### src/hdl/dsdm_defines.vh
// constants for the dual switch diagnostic mux and mode logic
`ifndef DSDM_DEFINES_VH
`define DSDM_DEFINES_VH

// mode codes reported on mode_o
`define DSDM_MODE_STBY_DLY 3'h0
`define DSDM_MODE_STANDBY  3'h1
`define DSDM_MODE_DIAG     3'h2
`define DSDM_MODE_ACTIVE   3'h3
`define DSDM_MODE_FAULT    3'h4

// per-channel states
`define DSDM_CH_OFF        2'h0
`define DSDM_CH_ON         2'h1
`define DSDM_CH_FAULT      2'h2
`define DSDM_CH_RETRY      2'h3

// sense mux codes on sense_kind_o
`define DSDM_SNS_CH1       3'h0
`define DSDM_SNS_CH2       3'h1
`define DSDM_SNS_TEMP      3'h2
`define DSDM_SNS_FAULT     3'h3
`define DSDM_SNS_NONE      3'h4

// timing, in microseconds, and clock rate in MHz
`define DSDM_CLK_MHZ       25
`define DSDM_STBY_US       1000
`define DSDM_RETRY_US      2000
`define DSDM_STBY_CYC      (`DSDM_STBY_US * `DSDM_CLK_MHZ)
`define DSDM_RETRY_CYC     (`DSDM_RETRY_US * `DSDM_CLK_MHZ)

`endif

### src/hdl/dsdm_switch_ctrl.v
// control, mode machine and sense multiplexer of a dual high-side switch
//
// Contract
// - shutdown, open-load and short faults show as fault level on sense.
// - open-load and short never flagged while that channel is on.
// - a channel fault shows on sense only while that channel is selected.
// - temperature selection reports the hotter channel.
// - two-select mux: off, ch1, ch2, temperature; fault replaces currents.
// - fault detected during retry wait or open-load/short condition.
// - fault pin asserts only for its own channel's faults.
// - fault-pin variant: diag off releases all; fault pulls pin low.
// - all inputs low enters standby delay, then standby after delay.
// - standby gives no diagnostics and lowest power.
// - diagnostic state runs diagnostics with both switches off.
// - active whenever a switch is enabled and no channel is in fault; diagnostics independent.
// - thermal or current-limit shutdown puts the channel in fault.
// - leave fault only when cleared, latch low and retry timer expired.
// - after fault, channel turns on only if its enable is high.
// - channels operate and fault independently.
// - off-state open-load gated; cleared on diag fall or enable rise.
// - after retry, hold fault indication until output near supply.
`timescale 1ns/100ps
`default_nettype none
`include "dsdm_defines.vh"

module dsdm_switch_ctrl
#(
   parameter FAULT_PIN_VARIANT = 0,
   parameter STBY_CYCLES       = `DSDM_STBY_CYC,
   parameter RETRY_CYCLES      = `DSDM_RETRY_CYC,
   parameter CNT_W             = 24
)
(
   input  wire       clk_i,
   input  wire       reset_i,
   input  wire       ch1_switch_on_i,
   input  wire       ch2_switch_on_i,
   input  wire       diag_enable_i,
   input  wire       sense_kind_select_i,
   input  wire       sense_channel_select_i,
   input  wire       latch_i,
   input  wire [1:0] overtemp_i,
   input  wire [1:0] overcurrent_i,
   input  wire [1:0] openload_i,
   input  wire [1:0] out_near_supply_i,
   input  wire       ch1_hotter_i,
   output wire [1:0] gate_on_o,
   output wire [2:0] mode_o,
   output wire [2:0] sense_kind_o,
   output wire       sense_out_oe_o,
   output wire       fault_sense_level_o,
   output wire       temp_from_ch2_o,
   output wire [1:0] channel_fault_out_o,
   output wire [1:0] channel_fault_out_oe_o,
   output wire [1:0] fault_detect_o
);

   // *********************************************************
   // input synchronisers
   // *********************************************************
   reg  [4:0] meta_q;
   reg  [4:0] sync_q;
   reg  [4:0] sync_old_q;
   wire [4:0] raw_in;

   assign raw_in = {sense_channel_select_i, sense_kind_select_i,
                    diag_enable_i, ch2_switch_on_i, ch1_switch_on_i};

   // two flops per input, plus a delayed copy for edges
   always @(posedge clk_i or posedge reset_i)
   begin
      if (reset_i)
      begin
         meta_q     <= 5'h00;
         sync_q     <= 5'h00;
         sync_old_q <= 5'h00;
      end
      else
      begin
         meta_q     <= raw_in;
         sync_q     <= meta_q;
         sync_old_q <= sync_q;
      end
   end

   wire [1:0] en_s    = sync_q[1:0];
   wire       diag_s  = sync_q[2];
   wire       kind_s  = sync_q[3];
   wire       chan_s  = sync_q[4];
   wire [1:0] en_rise = sync_q[1:0] & ~sync_old_q[1:0];
   wire       diag_fall = sync_old_q[2] & ~sync_q[2];

   // *********************************************************
   // standby delay counter
   // *********************************************************
   reg  [CNT_W-1:0] stby_cnt_q;
   reg              standby_q;
   wire             any_in = |en_s | diag_s;

   // restart whenever any enable or diag is high
   always @(posedge clk_i or posedge reset_i)
   begin
      if (reset_i)
      begin
         stby_cnt_q <= {CNT_W{1'b0}};
         standby_q  <= 1'b0;
      end
      else if (any_in)
      begin
         stby_cnt_q <= {CNT_W{1'b0}};
         standby_q  <= 1'b0;
      end
      else if (stby_cnt_q == STBY_CYCLES[CNT_W-1:0] - 1'b1)
         standby_q  <= 1'b1;
      else
         stby_cnt_q <= stby_cnt_q + 1'b1;
   end

   // *********************************************************
   // per-channel state machines
   // *********************************************************
   // each channel owns its state and open-load flag inside the loop;
   // these flat copies let the mode logic read both channels
   wire [3:0] ch_state;                                 // ch1 in low pair
   wire [1:0] ol_flag;
   wire [1:0] shut_req = overtemp_i | overcurrent_i;

   genvar g;
   generate
      for (g = 0; g < 2; g = g + 1)
      begin : g_ch
         reg [CNT_W-1:0] retry_cnt_q;
         reg [1:0]       ch_state_q;
         reg             ol_flag_q;
         wire            retry_done;

         // retry wait is over once the counter reaches its limit
         assign retry_done = (retry_cnt_q == RETRY_CYCLES[CNT_W-1:0]);

         // channel sequence, independent of the other channel
         always @(posedge clk_i or posedge reset_i)
         begin
            if (reset_i)
            begin
               ch_state_q  <= `DSDM_CH_OFF;
               retry_cnt_q <= {CNT_W{1'b0}};
            end
            else
            begin
               case (ch_state_q)
                  `DSDM_CH_OFF:
                     if (en_s[g])
                        ch_state_q <= `DSDM_CH_ON;
                  `DSDM_CH_ON:
                     if (shut_req[g])
                     begin
                        ch_state_q  <= `DSDM_CH_FAULT;
                        retry_cnt_q <= {CNT_W{1'b0}};
                     end
                     else if (!en_s[g])
                        ch_state_q <= `DSDM_CH_OFF;
                  `DSDM_CH_FAULT:
                  begin
                     if (!retry_done)
                        retry_cnt_q <= retry_cnt_q + 1'b1;
                     if (retry_done && !shut_req[g] && !latch_i)
                        ch_state_q <= en_s[g] ?
                           `DSDM_CH_RETRY : `DSDM_CH_OFF;
                  end
                  `DSDM_CH_RETRY:
                     if (shut_req[g])
                     begin
                        ch_state_q  <= `DSDM_CH_FAULT;
                        retry_cnt_q <= {CNT_W{1'b0}};
                     end
                     else if (!en_s[g])
                        ch_state_q <= `DSDM_CH_OFF;
                     else if (out_near_supply_i[g])
                        ch_state_q <= `DSDM_CH_ON;
                  default:
                     ch_state_q <= `DSDM_CH_OFF;
               endcase
            end
         end

         // off-state open-load flag follows the comparator while allowed;
         // the clearing edges win over a comparator that is still high
         always @(posedge clk_i or posedge reset_i)
         begin
            if (reset_i)
               ol_flag_q <= 1'b0;
            else if (diag_fall || en_rise[g])
               ol_flag_q <= 1'b0;
            else if (diag_s && !en_s[g] &&
                     ch_state_q == `DSDM_CH_OFF)
               ol_flag_q <= openload_i[g];
            else
               ol_flag_q <= 1'b0;
         end

         // export this channel's state for the mode logic
         assign ch_state[2*g+1:2*g] = ch_state_q;
         assign ol_flag[g]          = ol_flag_q;

         assign gate_on_o[g] = (ch_state_q == `DSDM_CH_ON) ||
                               (ch_state_q == `DSDM_CH_RETRY);
         // shutdown, retry ramp and open load all count as faults
         assign fault_detect_o[g] =
            (ch_state_q == `DSDM_CH_FAULT) ||
            (ch_state_q == `DSDM_CH_RETRY) ||
            ol_flag_q;
      end
   endgenerate

   // *********************************************************
   // device mode
   // *********************************************************
   reg [2:0] mode_q;

   // summary mode for the controller
   always @(posedge clk_i or posedge reset_i)
   begin
      if (reset_i)
         mode_q <= `DSDM_MODE_STBY_DLY;
      else if (ch_state[1:0] == `DSDM_CH_FAULT ||
               ch_state[3:2] == `DSDM_CH_FAULT)
         mode_q <= `DSDM_MODE_FAULT;
      else if (|en_s)
         mode_q <= `DSDM_MODE_ACTIVE;
      else if (diag_s)
         mode_q <= `DSDM_MODE_DIAG;
      else if (standby_q)
         mode_q <= `DSDM_MODE_STANDBY;
      else
         mode_q <= `DSDM_MODE_STBY_DLY;
   end
   assign mode_o = mode_q;

   // *********************************************************
   // sense and fault pin multiplexer
   // *********************************************************
   reg  [2:0] kind_d;
   reg  [2:0] kind_q;
   reg  [1:0] flt_d;
   reg  [1:0] flt_q;
   reg        temp2_q;
   wire       diag_live = diag_s && !standby_q;
   wire       sel_fault = chan_s ? fault_detect_o[1] : fault_detect_o[0];

   // choose what the sense output carries
   always @*
   begin
      kind_d = `DSDM_SNS_NONE;
      flt_d  = 2'h0;
      if (diag_live)
      begin
         if (FAULT_PIN_VARIANT != 0)
         begin
            flt_d = fault_detect_o;
            if (sel_fault)
               kind_d = `DSDM_SNS_FAULT;
            else
               kind_d = chan_s ? `DSDM_SNS_CH2 : `DSDM_SNS_CH1;
         end
         else if (kind_s)
            kind_d = chan_s ? `DSDM_SNS_NONE : `DSDM_SNS_TEMP;
         else if (sel_fault)
            kind_d = `DSDM_SNS_FAULT;
         else
            kind_d = chan_s ? `DSDM_SNS_CH2 : `DSDM_SNS_CH1;
      end
   end

   // registered mux outputs
   always @(posedge clk_i or posedge reset_i)
   begin
      if (reset_i)
      begin
         kind_q  <= `DSDM_SNS_NONE;
         flt_q   <= 2'h0;
         temp2_q <= 1'b0;
      end
      else
      begin
         kind_q  <= kind_d;
         flt_q   <= flt_d;
         temp2_q <= ~ch1_hotter_i;
      end
   end

   assign sense_kind_o           = kind_q;
   assign sense_out_oe_o         = (kind_q != `DSDM_SNS_NONE);
   assign fault_sense_level_o    = (kind_q == `DSDM_SNS_FAULT);
   assign temp_from_ch2_o        = temp2_q;
   assign channel_fault_out_o    = 2'h0;                // open drain pulls low
   assign channel_fault_out_oe_o = flt_q;

endmodule
`default_nettype wire

### config.mk
export PLATFORM = sky130hd
export DESIGN_NAME = dsdm_switch_ctrl
export DESIGN_NICKNAME = d
export VERILOG_FILES = /design/src/hdl/dsdm_switch_ctrl.v
export VERILOG_INCLUDE_DIRS = /design/src /design/src/hdl
export SDC_FILE = /design/constraint.sdc
export NUM_CORES = 1
export LEC_CHECK = 0
export ABC_CLOCK_PERIOD_IN_PS = 9120
export BUFFER_PORTS_ARGS = -buffer_cell sky130_fd_sc_hd__buf_2
export CORE_ASPECT_RATIO = 1.1
export CORE_MARGIN = 2
export CORE_UTILIZATION = 45
export CTS_BUF_LIST = sky130_fd_sc_hd__clkbuf_2
export DETAILED_ROUTE_END_ITERATION = 7
export PLACE_DENSITY = 0.64
export SETUP_SLACK_MARGIN = 0.5
export SLEW_MARGIN = 40
export SYNTH_ARGS = -nofsm -noshare
export SYNTH_HDL_FRONTEND = slang
export SYNTH_SLANG_ARGS = --single-unit
### constraint.sdc
create_clock -name clk_i -period 9.12 [get_ports clk_i]
set_input_delay 1.368 -clock clk_i [delete_from_list [all_inputs] [get_ports clk_i]]
set_output_delay 1.368 -clock clk_i [all_outputs]
set_load 0.005 [all_outputs]
Word level (Yosys, flattened, before mapping)
Cells that the tools add are included.
Cells by class
  reduce and logical (&&, ||, !) cells: 36
  bitwise operators: 7
  eq/ne operators: 24
  $add $sub $neg: 3
  mux-type cells: 42
Operators by type and width (count)
  2-to-1 mux 24 bit: 6
  case mux 24 bit (2 select lines): 2
  adder 24 x 1 -> 24 bit (second input constant): 3
  == test 24 x 16 -> 1 bit (second input constant): 2
  2-to-1 mux 2 bit: 19
  == test 24 x 15 -> 1 bit (second input constant): 1
  case mux 2 bit (4 select lines): 2
  != test 2 bit (second input constant): 7
  2-to-1 mux 3 bit: 4
  logical AND 1 bit: 9
  logical OR 1 bit: 9
  2-to-1 mux 1 bit: 9
  != test 3 bit (second input constant): 3
  == test 2 bit (second input constant): 4
  != test 4 bit (second input constant): 2
  AND reduction 4 bit: 2
  logical NOT 1 bit: 6
  AND reduction 3 bit: 2
  nonzero test 2 bit: 3
  OR reduction 2 bit: 3
  == test 2 x 1 -> 1 bit (second input constant): 2
  logical NOT 2 bit: 2
  != test 2 x 1 -> 1 bit (second input constant): 2
  == test 3 x 2 -> 1 bit (second input constant): 1
  6 further kinds: 7
Word-level totals
  register bits: 99
  logic and storage cells: 126
  input port bits: 17
  output and inout port bits: 17

Logic depth before layout (Yosys ltp)
  depth in word-level cells: 7
  depth in mapped cells: 7
  gate-level depth less buffers: 6

Worst setup path after synthesis
No wires, ideal clock.
  path type: input -> register
  from: input overcurrent_i[1]
  to: register g_ch[1].retry_cnt_q[19]
  path buffers: 1
  stages: 5
  setup time: 0.110 ns
  path slack: 6.628 ns
  required time: 9.010 ns
  arrival time: 2.381 ns
  cells stage by stage: or2_2 > nand2_1 > clkbuf_1 > o311ai_0 > o41ai_1
Between the ends
  word-level cells in the longest chain between the ends: 3
Ends and longest elaborated chain
  start, declared: RTL line dsdm_switch_ctrl.v:43  | input wire [1:0] overcurrent_i,
  bitwise OR 2 bit: RTL line dsdm_switch_ctrl.v:126  | wire [1:0] shut_req = overtemp_i | overcurrent_i;
  != test 2 x 1 -> 1 bit (no line)
  AND reduction 3 bit (no line)
  end signal, assigned: RTL line dsdm_switch_ctrl.v:146  | retry_cnt_q <= {CNT_W{1'b0}};
  end signal, assigned: RTL line dsdm_switch_ctrl.v:158  | retry_cnt_q <= {CNT_W{1'b0}};
  end signal, assigned: RTL line dsdm_switch_ctrl.v:165  | retry_cnt_q <= retry_cnt_q + 1'b1;
  end, declared: RTL line dsdm_switch_ctrl.v:132  | reg [CNT_W-1:0] retry_cnt_q;
No other way between the ends.
A chain may end at the register's enable or synchronous reset.

Final worst setup path
  from: register g_ch[0].ch_state_q[1]
  to: output fault_detect_o[0]
Between the ends
  word-level cells in the longest chain between the ends: 3
  elaborated cells on any way between the ends: 4
  those cells by class: eq/ne (2); reduce/logical (2)
Ends and longest elaborated chain
  start, declared: RTL line dsdm_switch_ctrl.v:133  | reg [1:0] ch_state_q;
  start signal, assigned: RTL line dsdm_switch_ctrl.v:145  | ch_state_q <= `DSDM_CH_OFF;
  start signal, assigned: RTL line dsdm_switch_ctrl.v:153  | ch_state_q <= `DSDM_CH_ON;
  start signal, assigned: RTL line dsdm_switch_ctrl.v:157  | ch_state_q <= `DSDM_CH_FAULT;
  == test 2 bit
  logical OR 1 bit * (2 in a row): RTL line dsdm_switch_ctrl.v:209  | (ch_state_q == `DSDM_CH_FAULT) ||
  end, declared: RTL line dsdm_switch_ctrl.v:55  | output wire [1:0] fault_detect_o
Mark *: on every way between the ends. The rest lies on a longest branch, timed or not.

==> impl_metrics.csv <==
group,metric,value,unit
run_status,status,"finished, final reports clean",
final_layout,multiInputGateArea,2320,sq um
critical_path,start_kind,"register",
global_route,track_usage,18.8,%
floorplan,core_area,10500,sq um
cts,clockRootBuffer,"clkbuf_2",
sta,rsz0062_at_grt,"no",
critical_path,r2r_setup_slack,6.74,ns
power_and_ir_drop,p_switching,417,uW
synth,synth_top_cell_area_share,48.6,%
synth,syn_area,4900,sq um
global_route,grt-ovfl-total,0,
placement,gp_congestion,0.812,
cts,cts_hold_buf,0,
worst_hold_path,hold_end,"sync_q[4]",
synth,synth_top_area_cell,"dfrtp_1",
floorplan,die_x,103,microns
synth,synth_ff_type,"dfrtp_1",
sta,slew_viol_final,0,
drt,num_vias,3932,
floorplan,die_y,113,microns
sta,fin_crit,2.98,ns
power_and_ir_drop,intPower,685,uW
final_layout,stdcell_count,676,
placement,io_buffers,29,
sta,max_freq,335,MHz
worst_hold_path,hp-class,"register to register",
drt,routed_via_density,5.82,
critical_path,criticalPathCategory,"register to primary output",
cts,clkTransAtPathRegs,0.29,ns
sta,tightest_slew,0.791,ns
global_route,grt_max_degree,85,
synth,synth-edff-count,0,
global_route,grt_pass1_wl,17.5,mm
critical_path,cp_max_fo,8,
sta,slew_headroom,47.3,%
cts,clock_latency,0.61,ns
synth,ys_warn_count,0,
cts,cts_tree,"built",
drt,ant_nets,0,
power_and_ir_drop,p_seq_share,57.4,%
critical_path,worstPathArrival,1.62,ns
cts,cts_made_buffers,9,
floorplan,rows,39,
sta,hold-worst-slack,0.393,ns
synth,synthTopCellsByArea,"dfrtp_1 (49%), a21oi_1 (3.1%), nand3_1 (2.9%)",
critical_path,crit_required,7.75,ns
worst_hold_path,hp-start,"meta_q[4]",
cts,cts.repair.resized,0,
floorplan,start_util,46.7,%
sta,fin_worst_skew,0.0294,ns
floorplan,die_area,11700,sq um
critical_path,cp-end-kind,"primary output",
synth,synth_cell_types,56,
cts,cts.path.max_buffers,2,
placement,dp_cells,660,
drt,dr.pass1.iters,4,
global_route,antenna_found_initial,0,
power_and_ir_drop,power.share.combinational,24.2,%
drt,initialDrtViolationCount,210,
drt,wl_per_cell,15.2,microns
drt,drc_errors,0,
critical_path,timing.reg2reg.worst_path_depth,4,
synth,synthCells,508,
sta,setup_viol,0,
synth,synth_seq_area_share,49.1,%
final_layout,syn2layout_area_growth,7.13,%
placement,dpl.hpwl,6.93,mm
critical_path,r2r-start,"g_ch[1].ch_state_q[0]",
cts,htreeDepth,3,
final_layout,ff_latch_area,2400,sq um
sta,period_share,32.7,%
floorplan,io_pins,34,
final_layout,insertedDiodeCount,0,
sta,hold_viol,0,
power_and_ir_drop,pwr-share-clk,18.4,%
power_and_ir_drop,fin_total_pwr,1.10,mW
worst_hold_path,hold_path_depth,0,
final_layout,drive_gt1_share,12.2,%
synth,ys_ff_latch,96,
power_and_ir_drop,leakage,2.16,nW
drt,wl,10.3,mm
final_layout,nNetsFinal,550,
power_and_ir_drop,worst_ir_drop_vdd,0.0864,mV
sta,setup_tns,0,ns
power_and_ir_drop,powerDensity,210,nW/um^2
job,drv.max_cap_violation_count,0,
cts,cts.sinks,96,
final_layout,fill_cells,996,
synth,postSynth.asyncResetShare,100,%
cts,post-cts-setup-buffer-count,0,
global_route,grt_pass1_vias,3654,
critical_path,r2r_end,"g_ch[1].retry_cnt_q[16]",
synth,syn_avg_cell_area,9.64,sq um
power_and_ir_drop,p_sw_share,37.8,%
synth_stat cells, types with 15 or more instances:
| cell | count |
|---|---|
| a21oi_1 | 30 |
| clkbuf_1 | 18 |
| dfrtp_1 | 95 |
| inv_1 | 18 |
| nand2_1 | 35 |
| nand3_1 | 28 |
| nand4_1 | 20 |
| nor2_1 | 35 |
| nor3_1 | 15 |
| nor4_1 | 18 |
| o21ai_0 | 26 |
| or3_1 | 15 |
logic make-up (layout without fill, tap and decap cells):
| family | count (synthesis) | count (layout) | synth area share (%) |
|---|---|---|---|
| AOI/OAI and AO/OA | 105 | 105 | 13.9 |
| xor gates and xnor gates | 17 | 17 | 3.04 |
| adders and majority gates | 5 | 5 | 1.28 |
| buffers and inverters | 43 | 65 | 3.91 |
| DFF | 96 | 96 | 49.1 |
| muxes | 6 | 6 | 1.28 |
| other | 1 | 4 | 0.0766 |
| and+or+nand+nor | 235 | 235 | 27.5 |
power by group through the flow:
| stage | clock network, mW | logic, mW | registers [mW] |
|---|---|---|---|
| floorplan | 0 | 0.216 | 0.601 |
| CTS | 0.209 | 0.271 | 0.629 |
| finish | 0.202 | 0.267 | 0.632 |
| detailed placement | 0 | 0.269 | 0.638 |
| global route | 0.230 | 0.308 | 0.652 |
| global placement | 0 | 0.259 | 0.635 |
sequential cells by signal (all words and copies together) (netlist names):
register          count
g_ch.ch_state_q       4
g_ch.ol_flag_q        2
g_ch.retry_cnt_q     48
meta_q                5
mode_o                3
sense_kind_o          3
standby_q             1
stby_cnt_q           24
sync_q                5
temp_from_ch2_o       1
area by class of cell:
cell class | count | area share, %
clock inverters | 7 | 1.22
inverters | 18 | 1.34
well taps | 143 | 3.41
multi-input cells | 372 | 44.2
repair buffers | 31 | 3.17
flip-flops and latches | 96 | 45.8
clock buffers | 9 | 0.859
critical path: stages, from the launching register on:
cell	delay [ns]
dfrtp_1	0.53
or2_2	0.34
buf_2	0.13
layer usage:
layer  vias up  GRT usage [%]  wire length, microns
met5         -              0                     0
met4         0           6.49                   166
met3        13           3.55                   247
met2        62           29.6                  4820
met1      1914           26.0                  5050
li1       1943              -                     -
stage by stage:
stage / utilization, % / worst slack, ns / area [sq um]
2_1_floorplan: - / 5.25 / 4910
3_3_place_gp: 48.8 / 6.41 / 5120
3_5_place_dp: 48.9 / 6.26 / 5130
4_1_cts: 50.0 / 6.12 / 5240
5_1_grt: 50.0 / 6.06 / 5250
6_report: 50.0 / 6.14 / 5250
worst max path at each step:
stage | slack, ns | depth (start not counted) | endpoint | startpoint
floorplan | 5.25 | 1 | g_ch[0].ch_state_q[0] | reset_i
global placement | 6.41 | 5 | g_ch[1].retry_cnt_q[2] | overcurrent_i[1]
detailed placement | 6.26 | 5 | g_ch[1].retry_cnt_q[2] | overcurrent_i[1]
CTS | 6.12 | 2 | fault_detect_o[0] | g_ch[0].ch_state_q[1]
global route | 6.06 | 2 | fault_detect_o[0] | g_ch[0].ch_state_q[1]
finish | 6.14 | 2 | fault_detect_o[0] | g_ch[0].ch_state_q[1]
cell usage in the layout, fill, tap and decap left out, types with 3 or more instances in the layout:
master,n
dfrtp_1,95
inv_1,17
o311ai_0,9
xnor2_1,9
o211ai_1,4
o41ai_1,9
nand2b_1,8
nor2b_1,4
nand2_1,35
o31ai_1,13
and3_1,7
nand3_1,28
xor2_1,8
ha_1,5
clkinv_4,4
and4_1,10
or2_2,5
buf_2,29
or4_1,13
clkbuf_2,9
nand4_1,20
and2_1,3
a21oi_1,30
or3_1,15
conb_1,4
o21ai_0,26
nor3_1,14
nor4b_1,3
nor4_1,18
mux2i_1,4
nor2_1,35
No activity file was read; power rests on OpenSTA's default activity.
